$ cat config.mk
export PLATFORM = sky130hd
export DESIGN_NAME = ccd_core
export DESIGN_NICKNAME = d
export VERILOG_FILES = /design/src/hdl/ccd_decode.v /design/src/hdl/ccd_core.v
export VERILOG_INCLUDE_DIRS = /design/src /design/src/hdl
export SDC_FILE = /design/constraint.sdc
export NUM_CORES = 1
export LEC_CHECK = 0
export CORE_ASPECT_RATIO = 0.8
export CORE_MARGIN = 1
export CORE_UTILIZATION = 62
export CTS_CLUSTER_DIAMETER = 60
export DETAILED_ROUTE_END_ITERATION = 7
export DONT_BUFFER_PORTS = 1
export PLACE_DENSITY = 0.89
export REMOVE_ABC_BUFFERS = 1
export SETUP_SLACK_MARGIN = 0.3
export SLEW_MARGIN = 20
export SYNTH_ARGS = -nofsm -noshare
export SYNTH_HDL_FRONTEND = slang
export SYNTH_HIERARCHICAL = 1
export SYNTH_SLANG_ARGS = --single-unit
$ cat constraint.sdc
create_clock -name CLK_SYS -period 4.2 [get_ports CLK_SYS]
set_clock_uncertainty 0.05 [all_clocks]
set_input_delay 0.21 -clock CLK_SYS [delete_from_list [all_inputs] [get_ports CLK_SYS]]
set_output_delay 0.21 -clock CLK_SYS [all_outputs]
set_load 0.01 [all_outputs]
$ cat src/hdl/ccd_map.vh
// constants for the call, clear and decrement execution block
`ifndef CCD_MAP_VH
`define CCD_MAP_VH
`define CCD_OP_W 14
`define CCD_PC_W 13
`define CCD_CALL_TOP 3'h4
`define CCD_CLEAR_WORK_REG_OP_OP 14'h0103
`define CCD_WATCHDOG_CLEAR_OP_OP 14'h0064
`define CCD_DECREMENT_FILE_OP_TOP 6'h03
`define CCD_DEST_BIT 7
`define CCD_LATCH_HI 4
`define CCD_LATCH_LO 3
`define CCD_PC_RST 13'h0000
`define CCD_W_RST 8'h00
`define CCD_WDT_RST 8'h00
`define CCD_PRE_RST 8'h00
`endif

$ cat src/hdl/ccd_decode.v
// opcode classifier for the call, clear and decrement instructions
`timescale 1ns/1ps
`include "ccd_map.vh"
module ccd_decode (
    input wire [13:0] opcode,
    output wire is_call,
    output wire is_clear_work_reg_op,
    output wire is_watchdog_clear_op,
    output wire is_decrement_file_op
);
    assign is_call = (opcode[13:11] == `CCD_CALL_TOP); // RQ2
    assign is_clear_work_reg_op = (opcode == `CCD_CLEAR_WORK_REG_OP_OP); // RQ5
    assign is_watchdog_clear_op = (opcode == `CCD_WATCHDOG_CLEAR_OP_OP); // RQ6
    assign is_decrement_file_op = (opcode[13:8] == `CCD_DECREMENT_FILE_OP_TOP); // RQ9
endmodule

$ cat src/hdl/ccd_core.v
// execution core for call, clear-w, watchdog-clear and decrement
// Functional notes
// RQ1 - call pushes pc plus one onto the stack top before jumping
// RQ2 - call opcode is 100 prefix; 11-bit literal loads pc bits 10 to 0
// RQ3 - call takes pc bits 12:11 from page latch bits 4:3; no flags change
// RQ4 - call is one word and two instruction cycles
// RQ5 - clear-w opcode zeroes the working register and sets zero flag
// RQ6 - watchdog-clear opcode zeroes the watchdog counter in one cycle
// RQ7 - watchdog-clear also zeroes the watchdog prescaler
// RQ8 - watchdog-clear sets timeout and powerdown status bits, nothing else
// RQ9 - decrement file register, result to w or file by dest bit, update zero
// RQ10 - two-cycle transfers flush the prefetched word and run an idle cycle
`timescale 1ns/1ps
`include "ccd_map.vh"
module ccd_core (
    input wire CLK_SYS,
    input wire RST_N,
    input wire INSTR_VALID,
    input wire [13:0] INSTR,
    input wire [7:0] PROGRAM_PAGE_LATCH,
    input wire [7:0] FILE_RDATA,
    input wire WDT_TICK,
    output reg [12:0] PC,
    output reg [12:0] STACK_TOP,
    output reg STACK_PUSH,
    output reg [7:0] WORK_REG,
    output reg ZERO_FLAG,
    output reg TIMEOUT_STATUS_N,
    output reg POWERDOWN_STATUS_N,
    output reg [7:0] WATCHDOG_COUNTER,
    output reg [7:0] WDT_PRESCALER,
    output reg [6:0] FILE_ADDR,
    output reg [7:0] FILE_WDATA,
    output reg FILE_WE,
    output reg IDLE_CYCLE
);
    localparam ST_EXEC = 2'b01;
    localparam ST_IDLE = 2'b10;

    // decoder strobes
    wire is_call;
    wire is_clear_work_reg_op;
    wire is_watchdog_clear_op;
    wire is_decrement_file_op;

    // sequencer
    reg [1:0] state_reg;
    reg [1:0] state_next;

    // next values of the output flip-flops
    reg [12:0] pc_next;
    reg [12:0] stack_top_next;
    reg stack_push_next;
    reg idle_cycle_next;
    reg [7:0] work_reg_next;
    reg zero_flag_next;
    reg [6:0] file_addr_next;
    reg [7:0] file_wdata_next;
    reg file_we_next;
    reg [7:0] wdt_prescaler_next;
    reg [7:0] watchdog_counter_next;
    reg timeout_status_n_next;
    reg powerdown_status_n_next;

    // execution qualifiers
    wire take_instr;
    wire [7:0] dec_result;
    wire [12:0] return_addr;
    wire [12:0] call_target;
    wire prescaler_wrap;

    function [12:0] pc_inc;
        input [12:0] p;
        begin
            pc_inc = p + 13'h0001;
        end
    endfunction

    function [7:0] inc8;
        input [7:0] v;
        begin
            inc8 = v + 8'h01;
        end
    endfunction

    function is_zero8;
        input [7:0] v;
        begin
            is_zero8 = (v == 8'h00);
        end
    endfunction

    // the word after a call is flushed, so only the exec state takes one
    assign take_instr = INSTR_VALID && (state_reg != ST_IDLE); // RQ10
    assign dec_result = FILE_RDATA - 8'h01; // RQ9
    assign return_addr = pc_inc(PC); // RQ1
    assign call_target = {PROGRAM_PAGE_LATCH[`CCD_LATCH_HI:`CCD_LATCH_LO], INSTR[10:0]}; // RQ2 RQ3
    assign prescaler_wrap = WDT_TICK && (WDT_PRESCALER == 8'hFF);

    ccd_decode ccd_decode_i (
        .opcode(INSTR),
        .is_call(is_call),
        .is_clear_work_reg_op(is_clear_work_reg_op),
        .is_watchdog_clear_op(is_watchdog_clear_op),
        .is_decrement_file_op(is_decrement_file_op)
    );

    always @*
    begin
        state_next = ST_EXEC;
        case (state_reg)
            ST_EXEC:
            begin
                if (INSTR_VALID && is_call)
                    state_next = ST_IDLE; // RQ4
            end
            ST_IDLE:
                state_next = ST_EXEC;
            default:
                state_next = ST_EXEC;
        endcase
    end

    // program flow: call target, return address, idle slot
    always @*
    begin
        pc_next = PC;
        stack_top_next = STACK_TOP;
        stack_push_next = 1'b0;
        idle_cycle_next = 1'b0;
        if (state_reg == ST_IDLE)
        begin
            idle_cycle_next = 1'b1; // RQ10
        end
        else if (INSTR_VALID)
        begin
            if (is_call)
            begin
                stack_top_next = return_addr; // RQ1
                stack_push_next = 1'b1; // RQ1
                pc_next = call_target; // RQ2 RQ3
            end
            else
            begin
                pc_next = pc_inc(PC);
            end
        end
    end

    // working register and zero flag; call leaves the flags alone
    always @*
    begin
        work_reg_next = WORK_REG;
        zero_flag_next = ZERO_FLAG;
        if (take_instr)
        begin
            if (is_clear_work_reg_op)
            begin
                work_reg_next = 8'h00; // RQ5
                zero_flag_next = 1'b1; // RQ5
            end
            else if (is_decrement_file_op)
            begin
                zero_flag_next = is_zero8(dec_result); // RQ9
                if (!INSTR[`CCD_DEST_BIT])
                begin
                    work_reg_next = dec_result; // RQ9
                end
            end
        end
    end

    // file register write port
    always @*
    begin
        file_addr_next = INSTR[6:0];
        file_wdata_next = FILE_WDATA;
        file_we_next = 1'b0;
        if (take_instr && is_decrement_file_op && INSTR[`CCD_DEST_BIT])
        begin
            file_wdata_next = dec_result; // RQ9
            file_we_next = 1'b1; // RQ9
        end
    end

    // watchdog prescaler, counter and status; a clear beats a tick
    always @*
    begin
        wdt_prescaler_next = WDT_PRESCALER;
        watchdog_counter_next = WATCHDOG_COUNTER;
        timeout_status_n_next = TIMEOUT_STATUS_N;
        powerdown_status_n_next = POWERDOWN_STATUS_N;
        if (WDT_TICK)
        begin
            wdt_prescaler_next = inc8(WDT_PRESCALER);
        end
        if (prescaler_wrap)
        begin
            watchdog_counter_next = inc8(WATCHDOG_COUNTER);
        end
        if (take_instr && is_watchdog_clear_op)
        begin
            watchdog_counter_next = `CCD_WDT_RST; // RQ6
            wdt_prescaler_next = `CCD_PRE_RST; // RQ7
            timeout_status_n_next = 1'b1; // RQ8
            powerdown_status_n_next = 1'b1; // RQ8
        end
    end

    always @(posedge CLK_SYS or negedge RST_N)
    begin
        if (!RST_N)
        begin
            state_reg <= ST_EXEC;
        end
        else
        begin
            state_reg <= state_next;
        end
    end

    always @(posedge CLK_SYS or negedge RST_N)
    begin
        if (!RST_N)
        begin
            PC <= `CCD_PC_RST;
            STACK_TOP <= `CCD_PC_RST;
            STACK_PUSH <= 1'b0;
            IDLE_CYCLE <= 1'b0;
        end
        else
        begin
            PC <= pc_next;
            STACK_TOP <= stack_top_next;
            STACK_PUSH <= stack_push_next;
            IDLE_CYCLE <= idle_cycle_next;
        end
    end

    always @(posedge CLK_SYS or negedge RST_N)
    begin
        if (!RST_N)
        begin
            WORK_REG <= `CCD_W_RST;
            ZERO_FLAG <= 1'b0;
        end
        else
        begin
            WORK_REG <= work_reg_next;
            ZERO_FLAG <= zero_flag_next;
        end
    end

    always @(posedge CLK_SYS or negedge RST_N)
    begin
        if (!RST_N)
        begin
            FILE_ADDR <= 7'h00;
            FILE_WDATA <= 8'h00;
            FILE_WE <= 1'b0;
        end
        else
        begin
            FILE_ADDR <= file_addr_next;
            FILE_WDATA <= file_wdata_next;
            FILE_WE <= file_we_next;
        end
    end

    always @(posedge CLK_SYS or negedge RST_N)
    begin
        if (!RST_N)
        begin
            WDT_PRESCALER <= `CCD_PRE_RST;
            WATCHDOG_COUNTER <= `CCD_WDT_RST;
            TIMEOUT_STATUS_N <= 1'b1;
            POWERDOWN_STATUS_N <= 1'b1;
        end
        else
        begin
            WDT_PRESCALER <= wdt_prescaler_next;
            WATCHDOG_COUNTER <= watchdog_counter_next;
            TIMEOUT_STATUS_N <= timeout_status_n_next;
            POWERDOWN_STATUS_N <= powerdown_status_n_next;
        end
    end
endmodule

==> results_dict.tcl, run 1 <==
set metrics [dict create \
    slew_headroom_pct 54.0 \
    ys_ff_latch 71 \
    busiest_layer "met2" \
    max_clock_freq_ghz 0.453 \
    total_power_mw 1.75 \
    dp_slack_ns 1.92 \
    min_from "PROGRAM_PAGE_LATCH[4]" \
    drtAntennaViolNets 0 \
    ys_warn_count 6 \
    outcome "finished, final reports clean" \
    place_inst 396 \
    grt_pass1_wl_mm 12.7 \
    die_y_um 68.7 \
    cp.arrival_ns 2.38 \
    cap_violations 0 \
    fillers 396 \
    vias 2663 \
    rrSetupSlack_ns 1.99 \
    nNetsFinal 396 \
    hold_violations 0 \
    r2r-start "PC[0]$_DFFE_PN0P_" \
    min_period_ns 2.21 \
    p_leak_nw 1.66 \
    cts_buffers 9 \
    min_path_cells 2 \
    grtUsageMet2_pct 46.9 \
    slew_violations 0 \
    setup_tns_ns 0 \
    grt_usage_pct 28.8 \
    portBuffers 0 \
    hold_class "in2reg" \
    grt_max_degree 72 \
    place_hpwl_mm 5.35 \
    synth_area_um2 3450 \
    antenna_found_initial 0 \
    overflow 0 \
    cts_resized 0 \
    setup_ws_ns 1.99 \
    syn_inst 351 \
    p_comb_share_pct 15.8 \
    power_density_nw_per_um2 467 \
    path_clk_slew_ns 0.07 \
    initial_utilization_pct 66.6 \
    core_um2 5180 \
    seqPwrFrac_pct 58.5 \
    synth_edf_count 0 \
    grt_pass1_vias 2499 \
    rows 23 \
    ys_types 53 \
    swShare_pct 34.4 \
    grt_setup_unrepaired "false" \
    clockBufferDepth 2 \
    reg_top3 "PC x13, STACK_TOP x13" \
    dieArea_um2 5870 \
    cts_tree "built" \
    p_sw_uw 603 \
    ir_worst_vdd_v 0.000241 \
    drc 0 \
    setup_violations 0 \
    first_pass_iters 5 \
    die_w_um 85.4 \
    p_int_mw 1.15 \
    cts_root_buf "clkbuf_8" \
    ioPinCount 105 \
    vias_per_cell 6.28 \
    post_cts_buffers 0 \
    worstSetupEndpointType "flip-flop" \
    synth_seq_area_share_pct 51.5 \
    reg2reg_depth 5 \
    synth_flop_cell "dfrtp_1" \
    critPathMaxFanout 7 \
    instances_no_fill 424 \
    wirelength_mm 7.83 \
    wl_per_cell_um 18.5 \
    drt_iter0_drc 287 \
    drive_above_1_share_pct 8.56 \
    clkPwrFrac_pct 25.7 \
    worstReg2RegEnd "PC[10]$_DFFE_PN0P_" \
    syn_to_final_growth_pct 8.78 \
    antenna_cells 0 \
    h-tree-depth 3 \
    cp_data_required_time_ns 4.37 \
    use_met3_pct 9.52 \
    async_flop_share_pct 100 \
    min_to "PC[12]$_DFFE_PN0P_" \
    fin_crit_sh_pct 52.5 \
    insertion_delay_ns 0.34 \
    cts.sinks 71 \
    cp-start-kind "flip-flop" \
    crit_start "PC[0]$_DFFE_PN0P_" \
    routabilityCongestion 0.829 \
    use_met1_pct 38.5 \
    crit_type "reg2reg" \
    syn_area_per_cell_um2 9.83 \
    worst_pin_slew_ns 0.689 \
    ctsHoldBuffers 12 \
]
-- metal layers --
metal,vias up,wire [um]
li1,1247,-
met1,1278,3330
met2,133,3760
met3,5,700
met4,0,38
met5,-,0
-- worst max-delay path by stage --
stage	end	slack [ns]	cells after the start
after floorplan	STACK_TOP[12]$_DFFE_PN0P_	1.06	5
after global placement	WORK_REG[5]$_DFFE_PN0P_	1.97	7
after detailed placement	FILE_WDATA[7]$_DFFE_PN0P_	1.92	5
after CTS	PC[10]$_DFFE_PN0P_	2.06	5
after global routing	STACK_TOP[11]$_DFFE_PN0P_	1.79	5
final	PC[10]$_DFFE_PN0P_	1.99	5
-- final cells by class --
cell class              count  area, um^2  area share [%]
clock buffers              11         131            3.50
clock inverters             5        25.0           0.667
repair buffers             15         160            4.27
multi-input cells         247        1530            40.8
flip-flops and latches     71        1780            47.4
inverters                  13        48.8            1.30
well taps                  62        77.6            2.07
-- stage by stage --
stage          hold slack [ns]  area, um^2  util, %
3_5_place_dp            -0.134        3460     66.8
5_1_grt                 0.0198        3750     72.4
3_3_place_gp            -0.134        3460     66.8
2_1_floorplan           -0.136        3350        -
4_1_cts                0.00678        3750     72.4
6_report                0.0230        3750     72.4
-- power by group through the flow --
stage,clock network (mW),logic [mW],registers (mW)
after global routing,0.492,0.323,1.05
after detailed placement,0,0.249,1.04
after CTS,0.458,0.275,1.02
after floorplan,0,0.208,0.993
after global placement,0,0.232,1.03
final,0.451,0.277,1.03
-- critical path, cell delays in order (launching register included) --
cell and delay [ns]:
dfrtp_1 0.52, ha_1 0.28, nand3_1 0.30, nor3_1 0.57
a31oi_1 0.17, o22a_1 0.20
-- placed cells by master, fill, tap and decap left out, types with 5 or more instances in the layout --
master         Yosys  routed
ha_1               5       5
nor2_1            26      26
xnor2_1           11      11
clkinv_2           0       5
dlygate4sd3_1      0      11
nand4_1            7       7
nor3_1             5       5
a31oi_1            6       6
or3_1              6       6
dfrtp_1           70      70
a21oi_1           15      15
nand3_1           15      15
clkbuf_8           0       9
and3_1             5       5
inv_1             13      13
xor2_1            13      13
nand2_1           36      36
o21ai_0           34      34
-- cell usage after synthesis, types with 4 or more instances --
library cell | n | area (um^2)
and3_1 | 5 | 31.3
xnor2_1 | 11 | 96.3
nand3_1 | 15 | 75.1
nand4_1 | 7 | 43.8
ha_1 | 5 | 62.6
nor2_1 | 26 | 97.6
dfrtp_1 | 70 | 1750
nor3_1 | 5 | 25.0
o31ai_1 | 4 | 30.0
or3_1 | 6 | 37.5
o211ai_1 | 4 | 30.0
a21oi_1 | 15 | 75.1
inv_1 | 13 | 48.8
o21ai_0 | 34 | 170
clkbuf_1 | 15 | 56.3
xor2_1 | 13 | 114
nand2_1 | 36 | 135
a31oi_1 | 6 | 37.5
mux2i_1 | 4 | 40.0
-- cells by family (layout without fill, tap and decap cells) --
| kind of cell | Yosys count | count (layout) | share of synthesized area [%] |
|---|---|---|---|
| AOI/OAI and AO/OA | 81 | 81 | 14.2 |
| and+or+nand+nor | 129 | 129 | 20.1 |
| xor gates and xnor gates | 24 | 24 | 6.09 |
| muxes | 6 | 6 | 1.81 |
| other | 1 | 2 | 0.109 |
| adders and majority gates | 5 | 5 | 1.81 |
| buffers and inverters | 34 | 44 | 4.32 |
| DFF | 71 | 71 | 51.5 |
Note: power is estimated with default switching activity, not from simulation.
==> run 2, diff against run 1 <==
==> constraint.sdc (replaced) <==
create_clock -name CLK_SYS -period 2.1 [get_ports CLK_SYS]
set_clock_uncertainty 0.05 [all_clocks]
set_input_delay 0.105 -clock CLK_SYS [delete_from_list [all_inputs] [get_ports CLK_SYS]]
set_output_delay 0.105 -clock CLK_SYS [all_outputs]
set_load 0.01 [all_outputs]
==> run 2 against run 1 <==
The flow now finishes with violations (hold timing). Die area is the same. Power is 100% higher. Non-clock buffer count increased by 18. Flip-flop and latch count unchanged. First-iteration DRC count rose by 21%. Sequential share of layout area decreased by 2.0 points. Global-route usage rose by 1.7 points. Sequential power increased by 99%. Register-to-register slack worse by 1.7 ns. Count of clock-buffer cells in the layout unchanged. Critical path type unchanged. Largest cell class unchanged.
==> results_dict.tcl, run 2 (synthesis results as in run 1) <==
set metrics [dict create \
    swShare_pct 34.0 \
    drtAntennaViolNets 0 \
    syn_to_final_growth_pct 13.8 \
    clkPwrFrac_pct 26.1 \
    cts_tree "built" \
    crit_type "reg2reg" \
    reg_top3 "PC x13, STACK_TOP x13" \
    layout_common_cells "dfrtp_1 (67), nand2_1 (36), o21ai_0 (34)" \
    place_hpwl_mm 5.60 \
    fin_crit_sh_pct 83.8 \
    p_int_mw 2.37 \
    antenna_found_initial 0 \
    ir_worst_vdd_v 0.000550 \
    whs_ns -0.593 \
    stdcell_area_um2 3930 \
    die_w_um 85.4 \
    grt_pass1_vias 2723 \
    final_common_cell "dfrtp_1" \
    drt_iter0_drc 347 \
    cts_buffers 9 \
    rrSetupSlack_ns 0.34 \
    critPathMaxFanout 6 \
    p_sw_mw 1.22 \
    grt_usage_pct 30.5 \
    fillers 355 \
    vias_per_cell 6.52 \
    slew_violations 0 \
    grt_setup_unrepaired "true" \
    h-tree-depth 3 \
    outcome "finished, violations left" \
    power_density_nw_per_um2 914 \
    fin_util_pct 75.8 \
    hold_violations 71 \
    antenna_cells 0 \
    rows 23 \
    vias 2876 \
    routabilityCongestion 0.855 \
    grt_pass1_wl_mm 13.3 \
    p_comb_share_pct 16.8 \
    insertion_delay_ns 0.34 \
    cp.arrival_ns 1.96 \
    cap_violations 0 \
    setup_violations 0 \
    drive_above_1_share_pct 12.4 \
    first_pass_iters 5 \
    cp_data_required_time_ns 2.30 \
    max_clock_freq_ghz 0.568 \
    ctsHoldBuffers 22 \
    cts.sinks 71 \
    worstSetupEndpointType "flip-flop" \
    cts_root_buf "clkbuf_8" \
    die_y_um 68.7 \
    seqPwrFrac_pct 57.1 \
    post_dp_cell_area_um2 3520 \
    wirelength_mm 8.58 \
    clockBufferDepth 2 \
    portBuffers 0 \
    p_leak_nw 1.73 \
    worst_pin_slew_ns 0.491 \
    violations "hold timing" \
    grt_max_degree 72 \
    slew_headroom_pct 67.0 \
    nNetsFinal 414 \
    overflow 0 \
    initial_utilization_pct 66.6 \
    min_period_ns 1.76 \
    wl_per_cell_um 19.4 \
    path_clk_slew_ns 0.08 \
    drc 0 \
    cp-start-kind "flip-flop" \
    ioPinCount 105 \
    core_um2 5180 \
    dieArea_um2 5870 \
    hold_class "in2async" \
]
==> run 2: cell count changes in the layout (fill, tap and decap cells not counted), moves of 2 or more <==
cell           change
and4_1             -2
nor3_1             -2
dfrtp_1            -3
clkinv_2           -2
dfrtp_2            +3
buf_4              +8
nor3_2             +2
dlygate4sd3_1     +11
==> run 2: layer usage <==
metal  vias up  part of all wire, %  global-route usage, %
met1      1389                   41                   38.7
met5         -                    0                      0
met4         0                  2.4                   13.8
li1       1279                    -                      -
met3        32                  8.6                   8.45
met2       176                   48                   49.9
==> run 2: power groups by stage <==
stage | logic (mW) | registers [mW] | clock network (mW)
finish | 0.603 | 2.05 | 0.934
global placement | 0.499 | 2.04 | 0
floorplan | 0.416 | 1.99 | 0
detailed placement | 0.536 | 2.06 | 0
CTS | 0.580 | 2.04 | 0.948
global route | 0.690 | 2.10 | 0.996
==> run 2: metrics by stage <==
step / worst slack, ns / total power [mW] / hold slack (ns) / std cells / setup TNS (ns)
after floorplan: -0.939 / 2.40 / -0.241 / 331 / -16.66
after global placement: 0.176 / 2.54 / -0.239 / 404 / 0
after detailed placement: 0.161 / 2.60 / -0.239 / 404 / 0
after CTS: 0.301 / 3.56 / -0.610 / 441 / 0
after global routing: 0.275 / 3.78 / -0.615 / 441 / 0
final: 0.340 / 3.59 / -0.593 / 441 / 0
==> run 2: final timing paths <==
check,from,endpoint,cells past startpoint
worst max-delay path,PC[1]$_DFFE_PN0P_,PC[12]$_DFFE_PN0P_,5
worst min-delay path,RST_N,WATCHDOG_COUNTER[7]$_DFFE_PN0P_,0
worst max register to register,PC[1]$_DFFE_PN0P_,PC[12]$_DFFE_PN0P_,5
worst min register to register,STACK_TOP[3]$_DFFE_PN0P_,STACK_TOP[3]$_DFFE_PN0P_,2
max in group asynchronous,RST_N,state_reg[0]$_DFF_PN1_,0
min in group CLK_SYS,FILE_RDATA[0],FILE_WDATA[1]$_DFFE_PN0P_,3
==> run 2: cell type report <==
type                    count  area [um^2]  area share (%)
flip-flops and latches     71         1780            45.4
multi-input cells         247         1550            39.5
repair buffers             33          303            7.71
clock buffers              11          141            3.60
well taps                  62         77.6            1.98
inverters                  13         48.8            1.24
clock inverters             4         22.5           0.574
==> run 2: worst max-delay path, cell delays in order, from the launching register on <==
cell and delay (ns):
dfrtp_1 0.36, ha_1 0.23, nand3_1 0.26, nor2_2 0.36, nand3_1 0.15, o211ai_1 0.24
==> run 2: repair_timing <==
action                                  4_1_cts  5_1_grt
endpoints found under the setup margin        6       16
hold endpoints to repair                    107       71
buffers inserted                              0        0
resized for setup                             2        8
